$ cat config.mk
export PLATFORM = sky130hd
export DESIGN_NAME = css_switcher
export DESIGN_NICKNAME = d
export VERILOG_FILES = /design/src/rtl/css_pkg.sv /design/src/rtl/css_switcher.sv
export VERILOG_INCLUDE_DIRS = /design/src /design/src/rtl
export SDC_FILE = /design/constraint.sdc
export NUM_CORES = 1
export LEC_CHECK = 0
export BUFFER_PORTS_ARGS = -buffer_cell sky130_fd_sc_hd__buf_2
export CELL_PAD_IN_SITES_DETAIL_PLACEMENT = 0
export CELL_PAD_IN_SITES_GLOBAL_PLACEMENT = 1
export CORE_ASPECT_RATIO = 1.4
export CORE_MARGIN = 2
export CORE_UTILIZATION = 41
export CTS_BUF_LIST = sky130_fd_sc_hd__clkbuf_8 sky130_fd_sc_hd__clkbuf_16
export DETAILED_ROUTE_END_ITERATION = 10
export PLACE_DENSITY_LB_ADDON = 0.15
export SETUP_SLACK_MARGIN = 0.05
export SLEW_MARGIN = 20
export SYNTH_ARGS = -nofsm -noshare
export SYNTH_HDL_FRONTEND = slang
export SYNTH_SLANG_ARGS = --single-unit
$ cat constraint.sdc
create_clock -name sys_clk -period 4.2 [get_ports sys_clk]
set_input_delay 0.84 -clock sys_clk [delete_from_list [all_inputs] [get_ports sys_clk]]
set_output_delay 0.84 -clock sys_clk [all_outputs]
set_load 0.1 [all_outputs]
$ cat src/rtl/css_defines.svh
// Constants for the system clock source switcher: offsets, fields, codes, counts.
// Assumes inclusion from the switcher package, the top module and the bench only.
`ifndef CSS_DEFINES_SVH
`define CSS_DEFINES_SVH

// ****************************************
// Register byte offsets
// ****************************************
`define CSS_ADDR_OSC_CTRL 4'h0
`define CSS_ADDR_T1_CTRL 4'h4
`define CSS_ADDR_STATUS 4'h8

// ****************************************
// Field positions and reset values
// ****************************************
`define CSS_SEL_LSB 0
`define CSS_IFS_FLAG_BIT 2
`define CSS_OST_FLAG_BIT 3
`define CSS_IFS_LSB 4
`define CSS_SEC_EN_BIT 0
`define CSS_SECONDARY_RUN_MODE_BIT 1
`define CSS_SEL_RESET 2'h0
`define CSS_IFS_RESET 3'h0

// ****************************************
// Source and primary configuration codes
// ****************************************
`define CSS_SRC_PRIM 2'h0
`define CSS_SRC_SEC 2'h1
`define CSS_SRC_INT 2'h2
`define CSS_SRC_RSV 2'h3
`define CSS_CFG_LP 3'h0
`define CSS_CFG_XT 3'h1
`define CSS_CFG_HS 3'h2
`define CSS_CFG_EC 3'h3
`define CSS_CFG_RC 3'h4
`define CSS_CFG_SLOW 3'h5

// ****************************************
// Timing
// ****************************************
`define CSS_OST_CYCLES 1024
`define CSS_HOLD_EDGES 8
`define CSS_CLK_MHZ 50
`define CSS_CPU_DLY_NS 5000
`define CSS_CPU_CYC ((`CSS_CPU_DLY_NS * `CSS_CLK_MHZ + 999) / 1000)
`define CSS_FAST_SETTLE_US 4000
`define CSS_FAST_CYC (`CSS_FAST_SETTLE_US * `CSS_CLK_MHZ)
`define CSS_CNT_W 11
`define CSS_FAST_W 18

`endif

$ cat src/rtl/css_pkg.sv
// Types for the system clock source switcher.
// Assumes the defines header for field widths.
`include "css_defines.svh"

package css_pkg;

  typedef enum logic [4:0] {
    CSS_ST_RUN = 5'b00001,
    CSS_ST_OST = 5'b00010,
    CSS_ST_WLOW = 5'b00100,
    CSS_ST_HOLD8 = 5'b01000,
    CSS_ST_CPU = 5'b10000
  } css_state_t;

  typedef struct packed {
    logic ack;
    logic [31:0] rdata;
    logic [1:0] sel;
    logic [2:0] ifs;
    logic ost_flag;
    logic ifs_flag;
    logic sec_en;
    logic [1:0] cur;
    logic [1:0] tgt;
    logic [1:0] from_src;
    css_state_t st;
    logic [`CSS_CNT_W-1:0] cnt;
    logic fast_run;
    logic [`CSS_FAST_W-1:0] fast_cnt;
    logic wake;
    logic [3:0] osc_prev;
    logic clk_out;
    logic hold_low;
    logic core_hold;
    logic prim_pwr;
    logic sec_pwr;
  } css_regs_t;

endpackage

$ cat src/rtl/css_switcher.sv
// System clock source switcher: selects primary, secondary or internal source.
// Assumes oscillator inputs sampled synchronously to sys_clk, Avalon-MM master.
//
// The address map and register access over Avalon-MM were left to the implementer.
`timescale 1ns/1ns
`default_nettype none
`include "css_defines.svh"

// Operation
// - Wake into slow or secondary: 5us CPU delay
// - Wake into crystal primary: count 1024 cycles
// - Select internal: clear timeout flag, switch, power primary down
// - Primary already slow internal: no switch
// - Fast internal from other source: stable after 4ms
// - Hold first phase for eight internal edges
// - Select secondary: clear flag, switch, power primary down
// - Hold first phase for eight secondary edges
// - Secondary active flag set while secondary drives
// - Enable clear: 01 gives 00, 11 gives 10
// - Switch only when select value differs
// - Return to crystal primary waits 1024 cycles
// - During start-up count keep current clock
// - Timeout flag set once running from primary
// - After start-up hold eight primary edges
// - Clearing secondary enable clears select low bit
// - Secondary stays powered until switch completes
// - Leaving secondary for ec/rc: CPU delay
// - Select codes: 00 primary, 01 secondary, 10 internal
// - Reset returns select to 00
module css_switcher
  import css_pkg::*;
#(
  parameter int FAST_SETTLE_CYC = `CSS_FAST_CYC
) (
  // Clock and reset
  input wire logic sys_clk,
  input wire logic arst_n,
  // Avalon-MM slave
  input wire logic [3:0] avs_address,
  input wire logic avs_read,
  input wire logic avs_write,
  input wire logic [31:0] avs_writedata,
  input wire logic [3:0] avs_byteenable,
  output logic [31:0] avs_readdata,
  output logic avs_waitrequest,
  // Oscillators and configuration
  input wire logic prim_osc_in,
  input wire logic sec_osc_in,
  input wire logic slow_osc_in,
  input wire logic fast_osc_in,
  input wire logic [2:0] prim_osc_config,
  input wire logic wake_pulse,
  // Clock result and controls
  output logic sys_clk_out,
  output logic core_hold,
  output logic prim_osc_power_en,
  output logic sec_osc_power_en,
  output logic startup_timeout_flag,
  output logic fast_internal_stable_flag,
  output logic secondary_clock_active_flag
);

  localparam logic [`CSS_CNT_W-1:0] OST_LAST = `CSS_CNT_W'(`CSS_OST_CYCLES - 1);
  localparam logic [`CSS_CNT_W-1:0] HOLD_LAST = `CSS_CNT_W'(`CSS_HOLD_EDGES - 1);
  localparam logic [`CSS_CNT_W-1:0] CPU_LAST = `CSS_CNT_W'(`CSS_CPU_CYC - 1);
  localparam logic [`CSS_FAST_W-1:0] FAST_LAST = `CSS_FAST_W'(FAST_SETTLE_CYC - 1);

  css_regs_t r_ff;
  css_regs_t nxt_r;
  logic [3:0] osc_in;
  logic bus_req;
  logic bus_wr;
  logic [31:0] rd_mux;
  logic [1:0] cur_idx;
  logic fall_cur;
  logic fall_prim;

  assign osc_in = {fast_osc_in, slow_osc_in, sec_osc_in, prim_osc_in};

  // ****************************************
  // Helpers
  // ****************************************
  function automatic logic [1:0] src_idx(input logic [1:0] src, input logic [2:0] ifs,
                                         input logic [2:0] cfg);
    logic [1:0] idx;
    idx = 2'h0;
    case (src)
      `CSS_SRC_SEC: idx = 2'h1;
      `CSS_SRC_INT: idx = (ifs == 3'h0) ? 2'h2 : 2'h3;
      default: idx = (cfg == `CSS_CFG_SLOW) ? 2'h2 : 2'h0;
    endcase
    return idx;
  endfunction

  function automatic logic is_xtal(input logic [2:0] cfg);
    return (cfg == `CSS_CFG_LP) || (cfg == `CSS_CFG_XT) || (cfg == `CSS_CFG_HS);
  endfunction

  function automatic logic is_ecrc(input logic [2:0] cfg);
    return (cfg == `CSS_CFG_EC) || (cfg == `CSS_CFG_RC);
  endfunction

  assign cur_idx = src_idx(r_ff.cur, r_ff.ifs, prim_osc_config);
  assign fall_cur = r_ff.osc_prev[cur_idx] & ~osc_in[cur_idx];
  assign fall_prim = r_ff.osc_prev[0] & ~osc_in[0];

  // ****************************************
  // Bus slave
  // ****************************************
  assign bus_req = avs_read | avs_write;
  assign avs_waitrequest = bus_req & ~r_ff.ack;
  assign bus_wr = avs_write & r_ff.ack & avs_byteenable[0];

  always_comb begin
    rd_mux = 32'h0;
    case (avs_address)
      `CSS_ADDR_OSC_CTRL: begin
        rd_mux[`CSS_IFS_LSB +: 3] = r_ff.ifs;
        rd_mux[`CSS_OST_FLAG_BIT] = r_ff.ost_flag;
        rd_mux[`CSS_IFS_FLAG_BIT] = r_ff.ifs_flag;
        rd_mux[`CSS_SEL_LSB +: 2] = r_ff.sel;
      end
      `CSS_ADDR_T1_CTRL: begin
        rd_mux[`CSS_SEC_EN_BIT] = r_ff.sec_en;
        rd_mux[`CSS_SECONDARY_RUN_MODE_BIT] = (r_ff.cur == `CSS_SRC_SEC);
      end
      `CSS_ADDR_STATUS: begin
        rd_mux[0] = (r_ff.st != CSS_ST_RUN);
        rd_mux[2:1] = r_ff.cur;
        rd_mux[3] = r_ff.core_hold;
      end
      default: rd_mux = 32'h0;
    endcase
  end

  // ****************************************
  // Next state
  // ****************************************
  always_comb begin
    logic [1:0] wsel;
    logic no_switch;
    wsel = 2'h0;
    nxt_r = r_ff;
    no_switch = 1'b0;
    nxt_r.osc_prev = osc_in;
    nxt_r.ack = bus_req & ~r_ff.ack;
    if (bus_req && !r_ff.ack) begin
      nxt_r.rdata = rd_mux;
    end

    // Settling timer of the fast internal source
    if (r_ff.fast_run) begin
      if (r_ff.fast_cnt == FAST_LAST) begin
        nxt_r.fast_run = 1'b0;
        nxt_r.ifs_flag = 1'b1;
      end else begin
        nxt_r.fast_cnt = r_ff.fast_cnt + `CSS_FAST_W'(1);
      end
    end

    // Register writes
    if (bus_wr && avs_address == `CSS_ADDR_OSC_CTRL) begin
      wsel = avs_writedata[`CSS_SEL_LSB +: 2];
      if (wsel == `CSS_SRC_RSV) begin
        nxt_r.sel = `CSS_SRC_INT;
      end else if (!r_ff.sec_en) begin
        nxt_r.sel = {wsel[1], 1'b0};
      end else begin
        nxt_r.sel = wsel;
      end
      nxt_r.ifs = avs_writedata[`CSS_IFS_LSB +: 3];
      if (r_ff.ifs == 3'h0 && avs_writedata[`CSS_IFS_LSB +: 3] != 3'h0 &&
          r_ff.cur == `CSS_SRC_INT) begin
        nxt_r.ifs_flag = 1'b0;
        nxt_r.fast_run = 1'b1;
        nxt_r.fast_cnt = '0;
      end
    end
    if (bus_wr && avs_address == `CSS_ADDR_T1_CTRL) begin
      nxt_r.sec_en = avs_writedata[`CSS_SEC_EN_BIT];
      if (!avs_writedata[`CSS_SEC_EN_BIT]) begin
        nxt_r.sel[0] = 1'b0;
      end
    end

    // Switch sequencer
    case (r_ff.st)
      CSS_ST_RUN: begin
        no_switch = (r_ff.sel == `CSS_SRC_INT) && (r_ff.cur == `CSS_SRC_PRIM) &&
                    (prim_osc_config == `CSS_CFG_SLOW) && (r_ff.ifs == 3'h0);
        if (wake_pulse) begin
          nxt_r.wake = 1'b1;
          nxt_r.core_hold = 1'b1;
          nxt_r.cnt = '0;
          if (r_ff.cur == `CSS_SRC_PRIM && is_xtal(prim_osc_config)) begin
            nxt_r.ost_flag = 1'b0;
            nxt_r.st = CSS_ST_OST;
          end else begin
            nxt_r.st = CSS_ST_CPU;
            if (r_ff.cur == `CSS_SRC_INT && r_ff.ifs != 3'h0) begin
              nxt_r.ifs_flag = 1'b0;
              nxt_r.fast_run = 1'b1;
              nxt_r.fast_cnt = '0;
            end
          end
        end else if (r_ff.sel != r_ff.cur && !no_switch) begin
          nxt_r.tgt = r_ff.sel;
          nxt_r.cnt = '0;
          if (r_ff.sel != `CSS_SRC_PRIM) begin
            nxt_r.ost_flag = 1'b0;
            nxt_r.st = CSS_ST_WLOW;
          end else if (is_xtal(prim_osc_config)) begin
            nxt_r.st = CSS_ST_OST;
          end else begin
            nxt_r.st = CSS_ST_WLOW;
          end
        end
      end
      CSS_ST_OST: begin
        // Current source keeps clocking the core meanwhile
        if (fall_prim) begin
          if (r_ff.cnt == OST_LAST) begin
            nxt_r.cnt = '0;
            if (r_ff.wake) begin
              nxt_r.wake = 1'b0;
              nxt_r.core_hold = 1'b0;
              nxt_r.ost_flag = 1'b1;
              nxt_r.st = CSS_ST_RUN;
            end else begin
              nxt_r.st = CSS_ST_WLOW;
            end
          end else begin
            nxt_r.cnt = r_ff.cnt + `CSS_CNT_W'(1);
          end
        end
      end
      CSS_ST_WLOW: begin
        if (fall_cur) begin
          nxt_r.hold_low = 1'b1;
          nxt_r.core_hold = 1'b1;
          nxt_r.from_src = r_ff.cur;
          nxt_r.cur = r_ff.tgt;
          nxt_r.cnt = '0;
          nxt_r.st = CSS_ST_HOLD8;
        end
      end
      CSS_ST_HOLD8: begin
        if (fall_cur) begin
          if (r_ff.cnt == HOLD_LAST) begin
            nxt_r.hold_low = 1'b0;
            nxt_r.cnt = '0;
            if (r_ff.cur == `CSS_SRC_PRIM) begin
              nxt_r.ost_flag = 1'b1;
            end
            if (r_ff.cur == `CSS_SRC_INT && r_ff.ifs != 3'h0 &&
                r_ff.from_src != `CSS_SRC_INT) begin
              nxt_r.ifs_flag = 1'b0;
              nxt_r.fast_run = 1'b1;
              nxt_r.fast_cnt = '0;
            end
            if (r_ff.from_src == `CSS_SRC_SEC && r_ff.cur == `CSS_SRC_PRIM &&
                is_ecrc(prim_osc_config)) begin
              nxt_r.st = CSS_ST_CPU;
            end else begin
              nxt_r.core_hold = 1'b0;
              nxt_r.st = CSS_ST_RUN;
            end
          end else begin
            nxt_r.cnt = r_ff.cnt + `CSS_CNT_W'(1);
          end
        end
      end
      CSS_ST_CPU: begin
        if (r_ff.cnt == CPU_LAST) begin
          nxt_r.cnt = '0;
          nxt_r.core_hold = 1'b0;
          nxt_r.wake = 1'b0;
          if (r_ff.cur == `CSS_SRC_PRIM) begin
            nxt_r.ost_flag = 1'b1;
          end
          nxt_r.st = CSS_ST_RUN;
        end else begin
          nxt_r.cnt = r_ff.cnt + `CSS_CNT_W'(1);
        end
      end
      default: begin
        nxt_r.st = CSS_ST_RUN;
        nxt_r.hold_low = 1'b0;
        nxt_r.core_hold = 1'b0;
      end
    endcase

    // Clock result and oscillator power
    nxt_r.clk_out = nxt_r.hold_low ? 1'b0 :
                    osc_in[src_idx(nxt_r.cur, nxt_r.ifs, prim_osc_config)];
    nxt_r.prim_pwr = (nxt_r.cur == `CSS_SRC_PRIM) ||
                     (nxt_r.st != CSS_ST_RUN && nxt_r.tgt == `CSS_SRC_PRIM);
    nxt_r.sec_pwr = nxt_r.sec_en || (nxt_r.cur == `CSS_SRC_SEC);
  end

  // ****************************************
  // State register
  // ****************************************
  always_ff @(posedge sys_clk or negedge arst_n) begin
    if (!arst_n) begin
      r_ff <= '{ack: 1'b0, rdata: 32'h0, sel: `CSS_SEL_RESET, ifs: `CSS_IFS_RESET,
                ost_flag: 1'b0, ifs_flag: 1'b0, sec_en: 1'b0, cur: `CSS_SRC_PRIM,
                tgt: `CSS_SRC_PRIM, from_src: `CSS_SRC_PRIM, st: CSS_ST_RUN,
                cnt: '0, fast_run: 1'b0, fast_cnt: '0, wake: 1'b0, osc_prev: 4'h0,
                clk_out: 1'b0, hold_low: 1'b0, core_hold: 1'b0, prim_pwr: 1'b1,
                sec_pwr: 1'b0};
    end else begin
      r_ff <= nxt_r;
    end
  end

  // ****************************************
  // Outputs
  // ****************************************
  assign avs_readdata = r_ff.rdata;
  assign sys_clk_out = r_ff.clk_out;
  assign core_hold = r_ff.core_hold;
  assign prim_osc_power_en = r_ff.prim_pwr;
  assign sec_osc_power_en = r_ff.sec_pwr;
  assign startup_timeout_flag = r_ff.ost_flag;
  assign fast_internal_stable_flag = r_ff.ifs_flag;
  assign secondary_clock_active_flag = (r_ff.cur == `CSS_SRC_SEC);
endmodule
`default_nettype wire

==> Word-level counts from Yosys, hierarchy flattened <==
Cells that the tools add are included.
W data, S select, Z words.
{ "totals": {"regBits": 67, "input_bits": 52, "elab_cells": 205} }
{ "op_classes": {"n_addsub": 2, "order_cmp": 2, "n_eq_ne": 39, "n_mux": 90, "n_bitwise": 9, "n_reduce_logical": 41} }
{ "ops": {"columns": ["operator", "count"], "rows": [
  ["$mux W19", 7],
  ["$mux W16", 4],
  ["$pmux W11 S5", 1],
  ["$pmux W19 S2", 1],
  ["$mux W1", 36],
  ["$mux W35", 1],
  ["$mux W11", 3],
  ["$mux W5", 5],
  ["$pmux W5 S5", 1],
  ["$mux W2", 12],
  ["$mux W20", 1],
  ["$ne A2 B2 Y1 const B", 10],
  ["$add A18 B1 Y18 const B", 1],
  ["$eq A18 B18 Y1 const B", 1],
  ["$mux W18", 1],
  ["$logic_and A1 B1 Y1", 15],
  ["$mux W3", 4],
  ["$pmux W2 S2", 3],
  ["$add A11 B1 Y11 const B", 1],
  ["$eq A11 B10 Y1 const B", 1],
  ["$eq A11 B3 Y1 const B", 1],
  ["$eq A11 B8 Y1 const B", 1],
  ["$ne A5 B1 Y1 const B", 2],
  ["$reduce_and A10 Y1", 1],
  ["other kinds (38)", 69]
]} }

==> Longest topological paths before layout <==
Gate-level depths: netlist of the first run.
{ "depth": {"depth_word": 14, "ltp_mapped": 13} }

==> Least setup slack after synthesis of the first run <==
OpenSTA, ideal clock, no wires.
{ "synth_timing": {"path_type": "register to register", "startpoint": "register r_ff[50] (netlist name)", "endpoint": "register r_ff, in the netlist sys_clk_out", "setup_ns": 0.123, "t_arrival_ns": 3.766, "path_slack_ns": 0.311, "stages_incl_launch_ff": 12, "path_buffers": 0, "synth_period_minus_slack_ns": 3.889, "path_cell_list": "dfrtp_1 > inv_1 > ha_1 > o21ai_0 > a32o_1 > a211oi_4 > nand3_2 > mux2i_1 > ha_1 > o21ai_0 > mux4_2 > nor2b_1"} }
{ "synth_lines": {"columns": ["element", "line", "text"], "rows": [
  ["from (decl)", "css_switcher.sv:68", "css_regs_t r_ff;"],
  ["from (signal assigned)", "css_switcher.sv:306", "r_ff <= '{ack: 1'b0, rdata: 32'h0, sel: `CSS_SEL_RESET, ifs: `CSS_IFS_RESET,"],
  ["from (signal assigned)", "css_switcher.sv:313", "r_ff <= nxt_r;"]
]} }

==> flow_summary.json, run 1 <==
{
  "status": "finished, final reports clean",
  "rows": 43,
  "via_per_inst": 5.32,
  "track_usage_pct": 18.2,
  "die_h_um": 122,
  "slew_headroom_pct": 47.5,
  "fin_nets": 535,
  "start_util_pct": 41.6,
  "power_mw": 2.27,
  "final_cells": 613,
  "syn_area_per_cell_um2": 9.22,
  "synthCells": 442,
  "combPwrFrac_pct": 31.7,
  "dp_cells": 598,
  "yosysSeqAreaShare_pct": 41.2,
  "cts_setup_buffers": 0,
  "dieArea_um2": 10800,
  "area_delta_synth_final_pct": 11.4,
  "async_reset_ff_share_pct": 100,
  "cts_tree": "done",
  "tightest_slew_ns": 0.784,
  "final_area_um2": 4540,
  "drtPass1Iterations": 4,
  "multi_input_area_um2": 2110,
  "die_w_um": 88.2,
  "synth_edf_count": 0,
  "synthesis.area_um2": 4070,
  "rsz0062_at_grt": "no",
  "ir_worst_vdd_v": 0.000183,
  "root_buffer": "clkbuf_16",
  "drt-total-wl_um": 9330,
  "p_sw_uw": 878,
  "clkPwrFrac_pct": 33.0,
  "regArea_um2": 1680,
  "antenna_found_initial": 0,
  "synth_warnings": 0,
  "synthFlopType": "dfrtp_1",
  "setup_violations": 0,
  "detail_route.wl_per_cell_um": 15.2,
  "finalCritPeriodShare_pct": 86.6,
  "p_int_mw": 1.40,
  "cts_hold_buf": 0,
  "drc_errors": 0,
  "ant_nets": 0,
  "fillerInstances": 1023,
  "final.min_clock_period_ns": 3.64,
  "cap_violations": 0,
  "place_area_um2": 4240,
  "port_buffers": 36,
  "grt_max_degree": 30,
  "clock_latency_ns": 0.33,
  "final_core_util_pct": 46.3,
  "grt_overflow_total": 0,
  "cp-end-kind": "register",
  "worstSetupPathType": "reg2reg",
  "antenna_cells": 0,
  "skew_ns": 0.00606,
  "dr_total_vias": 3262,
  "clock_sinks": 67,
  "grt_pass1_vias": 3174,
  "place_hpwl_um": 6970,
  "cts_resized": 0,
  "path_max_fanout": 6,
  "synth-seq-cells": 67,
  "htree_num_levels": 3,
  "worstPathRequired_ns": 4.41,
  "synth_cell_type_count": 70,
  "coreArea_um2": 9790,
  "slew_viol_final": 0,
  "leakage_nw": 1.97,
  "io_pins": 92,
  "cts_buffers": 9,
  "cp-start-kind": "register",
  "cts.path.max_buffers": 2,
  "drtIter0Drc": 185,
  "clk_pin_slew_ns": 0.05,
  "grt_first_pass_wirelength_um": 15200,
  "max_freq_ghz": 0.275,
  "seq_power_share_pct": 35.3,
  "hp-class": "in2async",
  "hold_viol": 0,
  "place.gp.congestion": 0.873,
  "power_switching_share_pct": 38.6,
  "setup_tns_ns": 0,
  "power_density_nw_per_um2": 501,
  "crit_arrival_ns": 3.85,
  "drive_gt1_share_pct": 16.3
}
==> worst max-delay path, cell delays in order, from the launching register on <==
cell      delay, ns
dfrtp_1        0.44
inv_1          0.11
ha_1           0.41
o21ai_0        0.14
a32o_1         0.27
a211oi_4       0.35
nand3_2        0.18
mux2i_1        0.31
ha_1           0.33
o21ai_0        0.25
mux4_2         0.57
nor2b_1        0.15
==> power by group through the flow <==
| stage | Clock, mW | Combinational, mW | Sequential (mW) |
|---|---|---|---|
| after floorplan | 0 | 0.524 | 0.869 |
| after global placement | 0 | 0.713 | 0.810 |
| after detailed placement | 0 | 0.716 | 0.813 |
| after CTS | 0.764 | 0.720 | 0.802 |
| after global routing | 0.791 | 0.782 | 0.816 |
| final | 0.750 | 0.720 | 0.803 |
==> routing by layer <==
layer / vias up / global-route usage [%] / routed length [µm]
met4: 0 / 7.10 / 147
li1: 1580 / - / -
met2: 72 / 30.9 / 4830
met1: 1596 / 22.6 / 4030
met5: - / 0 / 0
met3: 14 / 3.39 / 320
==> sequential cells by signal, indices dropped and copies added (netlist names) <==
name / flops
r_ff: 54
avs_readdata: 7
core_hold: 1
fast_internal_stable_flag: 1
prim_osc_power_en: 1
sec_osc_power_en: 1
startup_timeout_flag: 1
sys_clk_out: 1
==> area by class of cell <==
cell class	count	share of cell area [%]
tap	135	3.72
timing repair buffer	42	4.96
clock inverter	5	1.21
multi-input combinational	338	46.5
inverter	16	1.32
sequential	67	37.0
clock buffer	10	5.27
==> final timing paths <==
check | from | end | slack (ns) | cells past startpoint
max | r_ff[49] | sys_clk_out | 0.56 | 11
max reg2reg | r_ff[49] | sys_clk_out | 0.56 | 11
max in group asynchronous | arst_n | prim_osc_power_en | 3.04 | 2
min in group sys_clk | avs_readdata[1] | avs_readdata[1] | 0.47 | 2
min | arst_n | r_ff[43] | 0.42 | 1
min reg2reg | avs_readdata[1] | avs_readdata[1] | 0.47 | 2
==> logic make-up after synthesis <==
group           after synthesis  synth area share (%)
other cells                   1                0.0920
buf+inv                      61                  9.21
compound gates               85                  13.8
fa+ha+maj                     9                  2.76
flops                        67                  41.2
simple gates                179                  23.2
xor+xnor                     21                  4.51
mux                          19                  5.22
==> metrics by stage <==
step | hold WS, ns | worst slack [ns]
after floorplan | 0.451 | 0.311
after global placement | 0.456 | 0.446
after detailed placement | 0.465 | 0.384
after CTS | 0.422 | 0.484
after global routing | 0.443 | 0.265
final | 0.415 | 0.561
==> placed cells by master, fill, tap and decap left out, drive strengths merged, types with 3 or more instances in the layout <==
| cell | Yosys | layout |
|---|---|---|
| nor4 | 3 | 3 |
| and2 | 5 | 5 |
| nand3 | 17 | 17 |
| and3b | 3 | 3 |
| nor2b | 6 | 6 |
| nand2b | 5 | 5 |
| mux2 | 8 | 8 |
| a31oi | 4 | 4 |
| nand4 | 10 | 10 |
| or4b | 3 | 3 |
| o21bai | 3 | 3 |
| xor2 | 18 | 18 |
| mux2i | 10 | 10 |
| ha | 9 | 9 |
| nand2 | 40 | 40 |
| nor3 | 13 | 13 |
| clkbuf | 3 | 10 |
| o22ai | 5 | 5 |
| nor2 | 45 | 45 |
| o21ai | 33 | 33 |
| and3 | 11 | 11 |
| xnor2 | 3 | 3 |
| dfrtp | 65 | 65 |
| buf | 42 | 42 |
| a21oi | 12 | 12 |
| conb | 1 | 25 |
| inv | 16 | 17 |
| o221ai | 4 | 4 |
| and4 | 4 | 4 |
==> Yosys cell counts (11+ instances only) <==
| cell type | n | area, µm² |
|---|---|---|
| nor3_1 | 11 | 55.1 |
| buf_4 | 35 | 263 |
| dfrtp_1 | 65 | 1630 |
| xor2_1 | 18 | 158 |
| nand2_1 | 40 | 150 |
| nor2_1 | 45 | 169 |
| nand3_1 | 16 | 80.1 |
| inv_1 | 16 | 60.1 |
| o21ai_0 | 31 | 155 |
| a21oi_1 | 12 | 60.1 |
| and3_1 | 11 | 68.8 |
(Power assumes the default switching activity.)
==> inputs of run 2 (changes only) <==
--- a/config.mk
+++ b/config.mk
@@ -7,15 +7,17 @@
 export NUM_CORES = 1
 export LEC_CHECK = 0
 export BUFFER_PORTS_ARGS = -buffer_cell sky130_fd_sc_hd__buf_2
-export CELL_PAD_IN_SITES_DETAIL_PLACEMENT = 0
-export CELL_PAD_IN_SITES_GLOBAL_PLACEMENT = 1
+export CAP_MARGIN = 10
+export CELL_PAD_IN_SITES_DETAIL_PLACEMENT = 2
+export CELL_PAD_IN_SITES_GLOBAL_PLACEMENT = 2
 export CORE_ASPECT_RATIO = 1.4
 export CORE_MARGIN = 2
-export CORE_UTILIZATION = 41
+export CORE_UTILIZATION = 33
 export CTS_BUF_LIST = sky130_fd_sc_hd__clkbuf_8 sky130_fd_sc_hd__clkbuf_16
 export DETAILED_ROUTE_END_ITERATION = 10
 export PLACE_DENSITY_LB_ADDON = 0.15
 export SETUP_SLACK_MARGIN = 0.05
+export SKIP_LAST_GASP = 1
 export SLEW_MARGIN = 20
 export SYNTH_ARGS = -nofsm -noshare
 export SYNTH_HDL_FRONTEND = slang
==> flow_summary.json, run 2 (same netlist as run 1, synthesis figures left out) <==
{
  "status": "finished, final reports clean",
  "timing.rr.start": "r_ff[50]",
  "finalCritPeriodShare_pct": 89.9,
  "cp_slowest_cell": "mux4_2",
  "final_common_cell": "dfrtp_1",
  "ir_worst_vdd_v": 0.000229,
  "die_w_um": 97.9,
  "die_h_um": 135,
  "antenna_cells": 0,
  "tightest_slew_ns": 0.981,
  "io_pins": 92,
  "cts_tree": "done",
  "rsz0062_at_grt": "no",
  "drt-total-wl_um": 11400,
  "drtPass1Iterations": 4,
  "drc_errors": 0,
  "layout_common_cells": "dfrtp_1 (65), nor2_1 (45), nand2_1 (40), buf_2 (36), o21ai_0 (31)",
  "grt_first_pass_wirelength_um": 18800,
  "port_buffers": 36,
  "slew_viol_final": 0,
  "place_area_um2": 4270,
  "setup_tns_ns": 0,
  "detail_route.wl_per_cell_um": 18.0,
  "htree_num_levels": 3,
  "max_freq_ghz": 0.265,
  "dieArea_um2": 13300,
  "hold_viol": 0,
  "clock_sinks": 67,
  "grt_overflow_total": 0,
  "place.gp.congestion": 0.790,
  "startpoint": "r_ff[50]",
  "clock_latency_ns": 0.34,
  "rows": 48,
  "cts_buffers": 9,
  "cts_hold_buf": 0,
  "cts_resized": 0,
  "worstPathRequired_ns": 4.42,
  "leakage_nw": 2.00,
  "hp-class": "reg2reg",
  "regArea_um2": 1680,
  "grt_pass1_vias": 3676,
  "area_delta_synth_final_pct": 13.2,
  "largest_register": "r_ff",
  "worstSetupPathType": "reg2reg",
  "via_per_inst": 5.27,
  "final_cells": 630,
  "fillerInstances": 1401,
  "clk_pin_slew_ns": 0.06,
  "crit_arrival_ns": 4.00,
  "cp-end-kind": "register",
  "hp-start": "avs_readdata[1]",
  "fin_nets": 536,
  "power_mw": 2.42,
  "setup_violations": 0,
  "root_buffer": "clkbuf_16",
  "coreArea_um2": 12200,
  "grt_max_degree": 41,
  "ant_nets": 0,
  "cts.path.max_buffers": 2,
  "multi_input_area_um2": 2110,
  "skew_ns": 0.00563,
  "drive_gt1_share_pct": 16.7,
  "track_usage_pct": 17.9,
  "cts_setup_buffers": 0,
  "start_util_pct": 33.4,
  "path_max_fanout": 6,
  "dr_total_vias": 3318,
  "crit_chain": "inv_1 > ha_1 > o21ai_0 > a32o_1 > a211oi_4 > nand3_2 > mux2i_1 > ha_1 > o21ai_0 > mux4_2 > nor2b_1",
  "largest_reg_flops": 54,
  "power_density_nw_per_um2": 526,
  "final.min_clock_period_ns": 3.78,
  "cp_slowest_stage_delay_ns": 0.58,
  "place_hpwl_um": 8680,
  "final_area_um2": 4610,
  "cp-start-kind": "register",
  "dp_cells": 614,
  "drtIter0Drc": 62,
  "slew_headroom_pct": 34.6,
  "cap_violations": 0,
  "antenna_found_initial": 0
}
## run 2: worst max-delay path, delay by kind of cell, from the launching register on
family | cells | cell delay, ns
multiplexers | 2 | 0.90
AND/OR/NAND/NOR | 2 | 0.33
buffers and inverters | 1 | 0.10
adder cells (fa/ha/maj) | 2 | 0.76
flip-flops | 1 | 0.47
AO/OA/AOI/OAI | 4 | 1.11
## run 2: final cells by class
cell class | instances | area share, %
Sequential cell | 67 | 36.4
Timing Repair Buffer | 43 | 5.05
Clock inverter | 7 | 2.52
Tap cell | 150 | 4.07
Multi-Input combinational cell | 338 | 45.8
Clock buffer | 9 | 4.88
Inverter | 16 | 1.30
## run 2: metrics by stage
step           hold WS [ns]  setup slack [ns]  util (%)
3_3_place_gp          0.457             0.425      35.0
4_1_cts               0.488             0.331      37.8
3_5_place_dp          0.475             0.320      35.0
6_report              0.478             0.423      37.8
5_1_grt               0.508             0.146      37.8
2_1_floorplan         0.451             0.311         -
## run 2: worst paths after layout
| check | end | slack (ns) | cells past startpoint |
|---|---|---|---|
| max | sys_clk_out | 0.42 | 11 |
| min | avs_readdata[1] | 0.48 | 2 |
| max reg2reg | sys_clk_out | 0.42 | 11 |
| min reg2reg | avs_readdata[1] | 0.48 | 2 |
| max in group asynchronous | prim_osc_power_en | 2.71 | 2 |
| min in group asynchronous | sys_clk_out | 0.66 | 1 |
## run 2: report_power, final
group          switching, mW  internal (mW)
logic                  0.543          0.203
registers             0.0850          0.724
clock network          0.288          0.579
## run 2: metal layers
metal	track usage (%)	vias to the layer above	routed length, µm
met2	34.4	47	6360
met4	5.79	0	170
met5	0	-	0
met1	19.7	1675	4450
met3	3.30	13	368
li1	-	1583	-
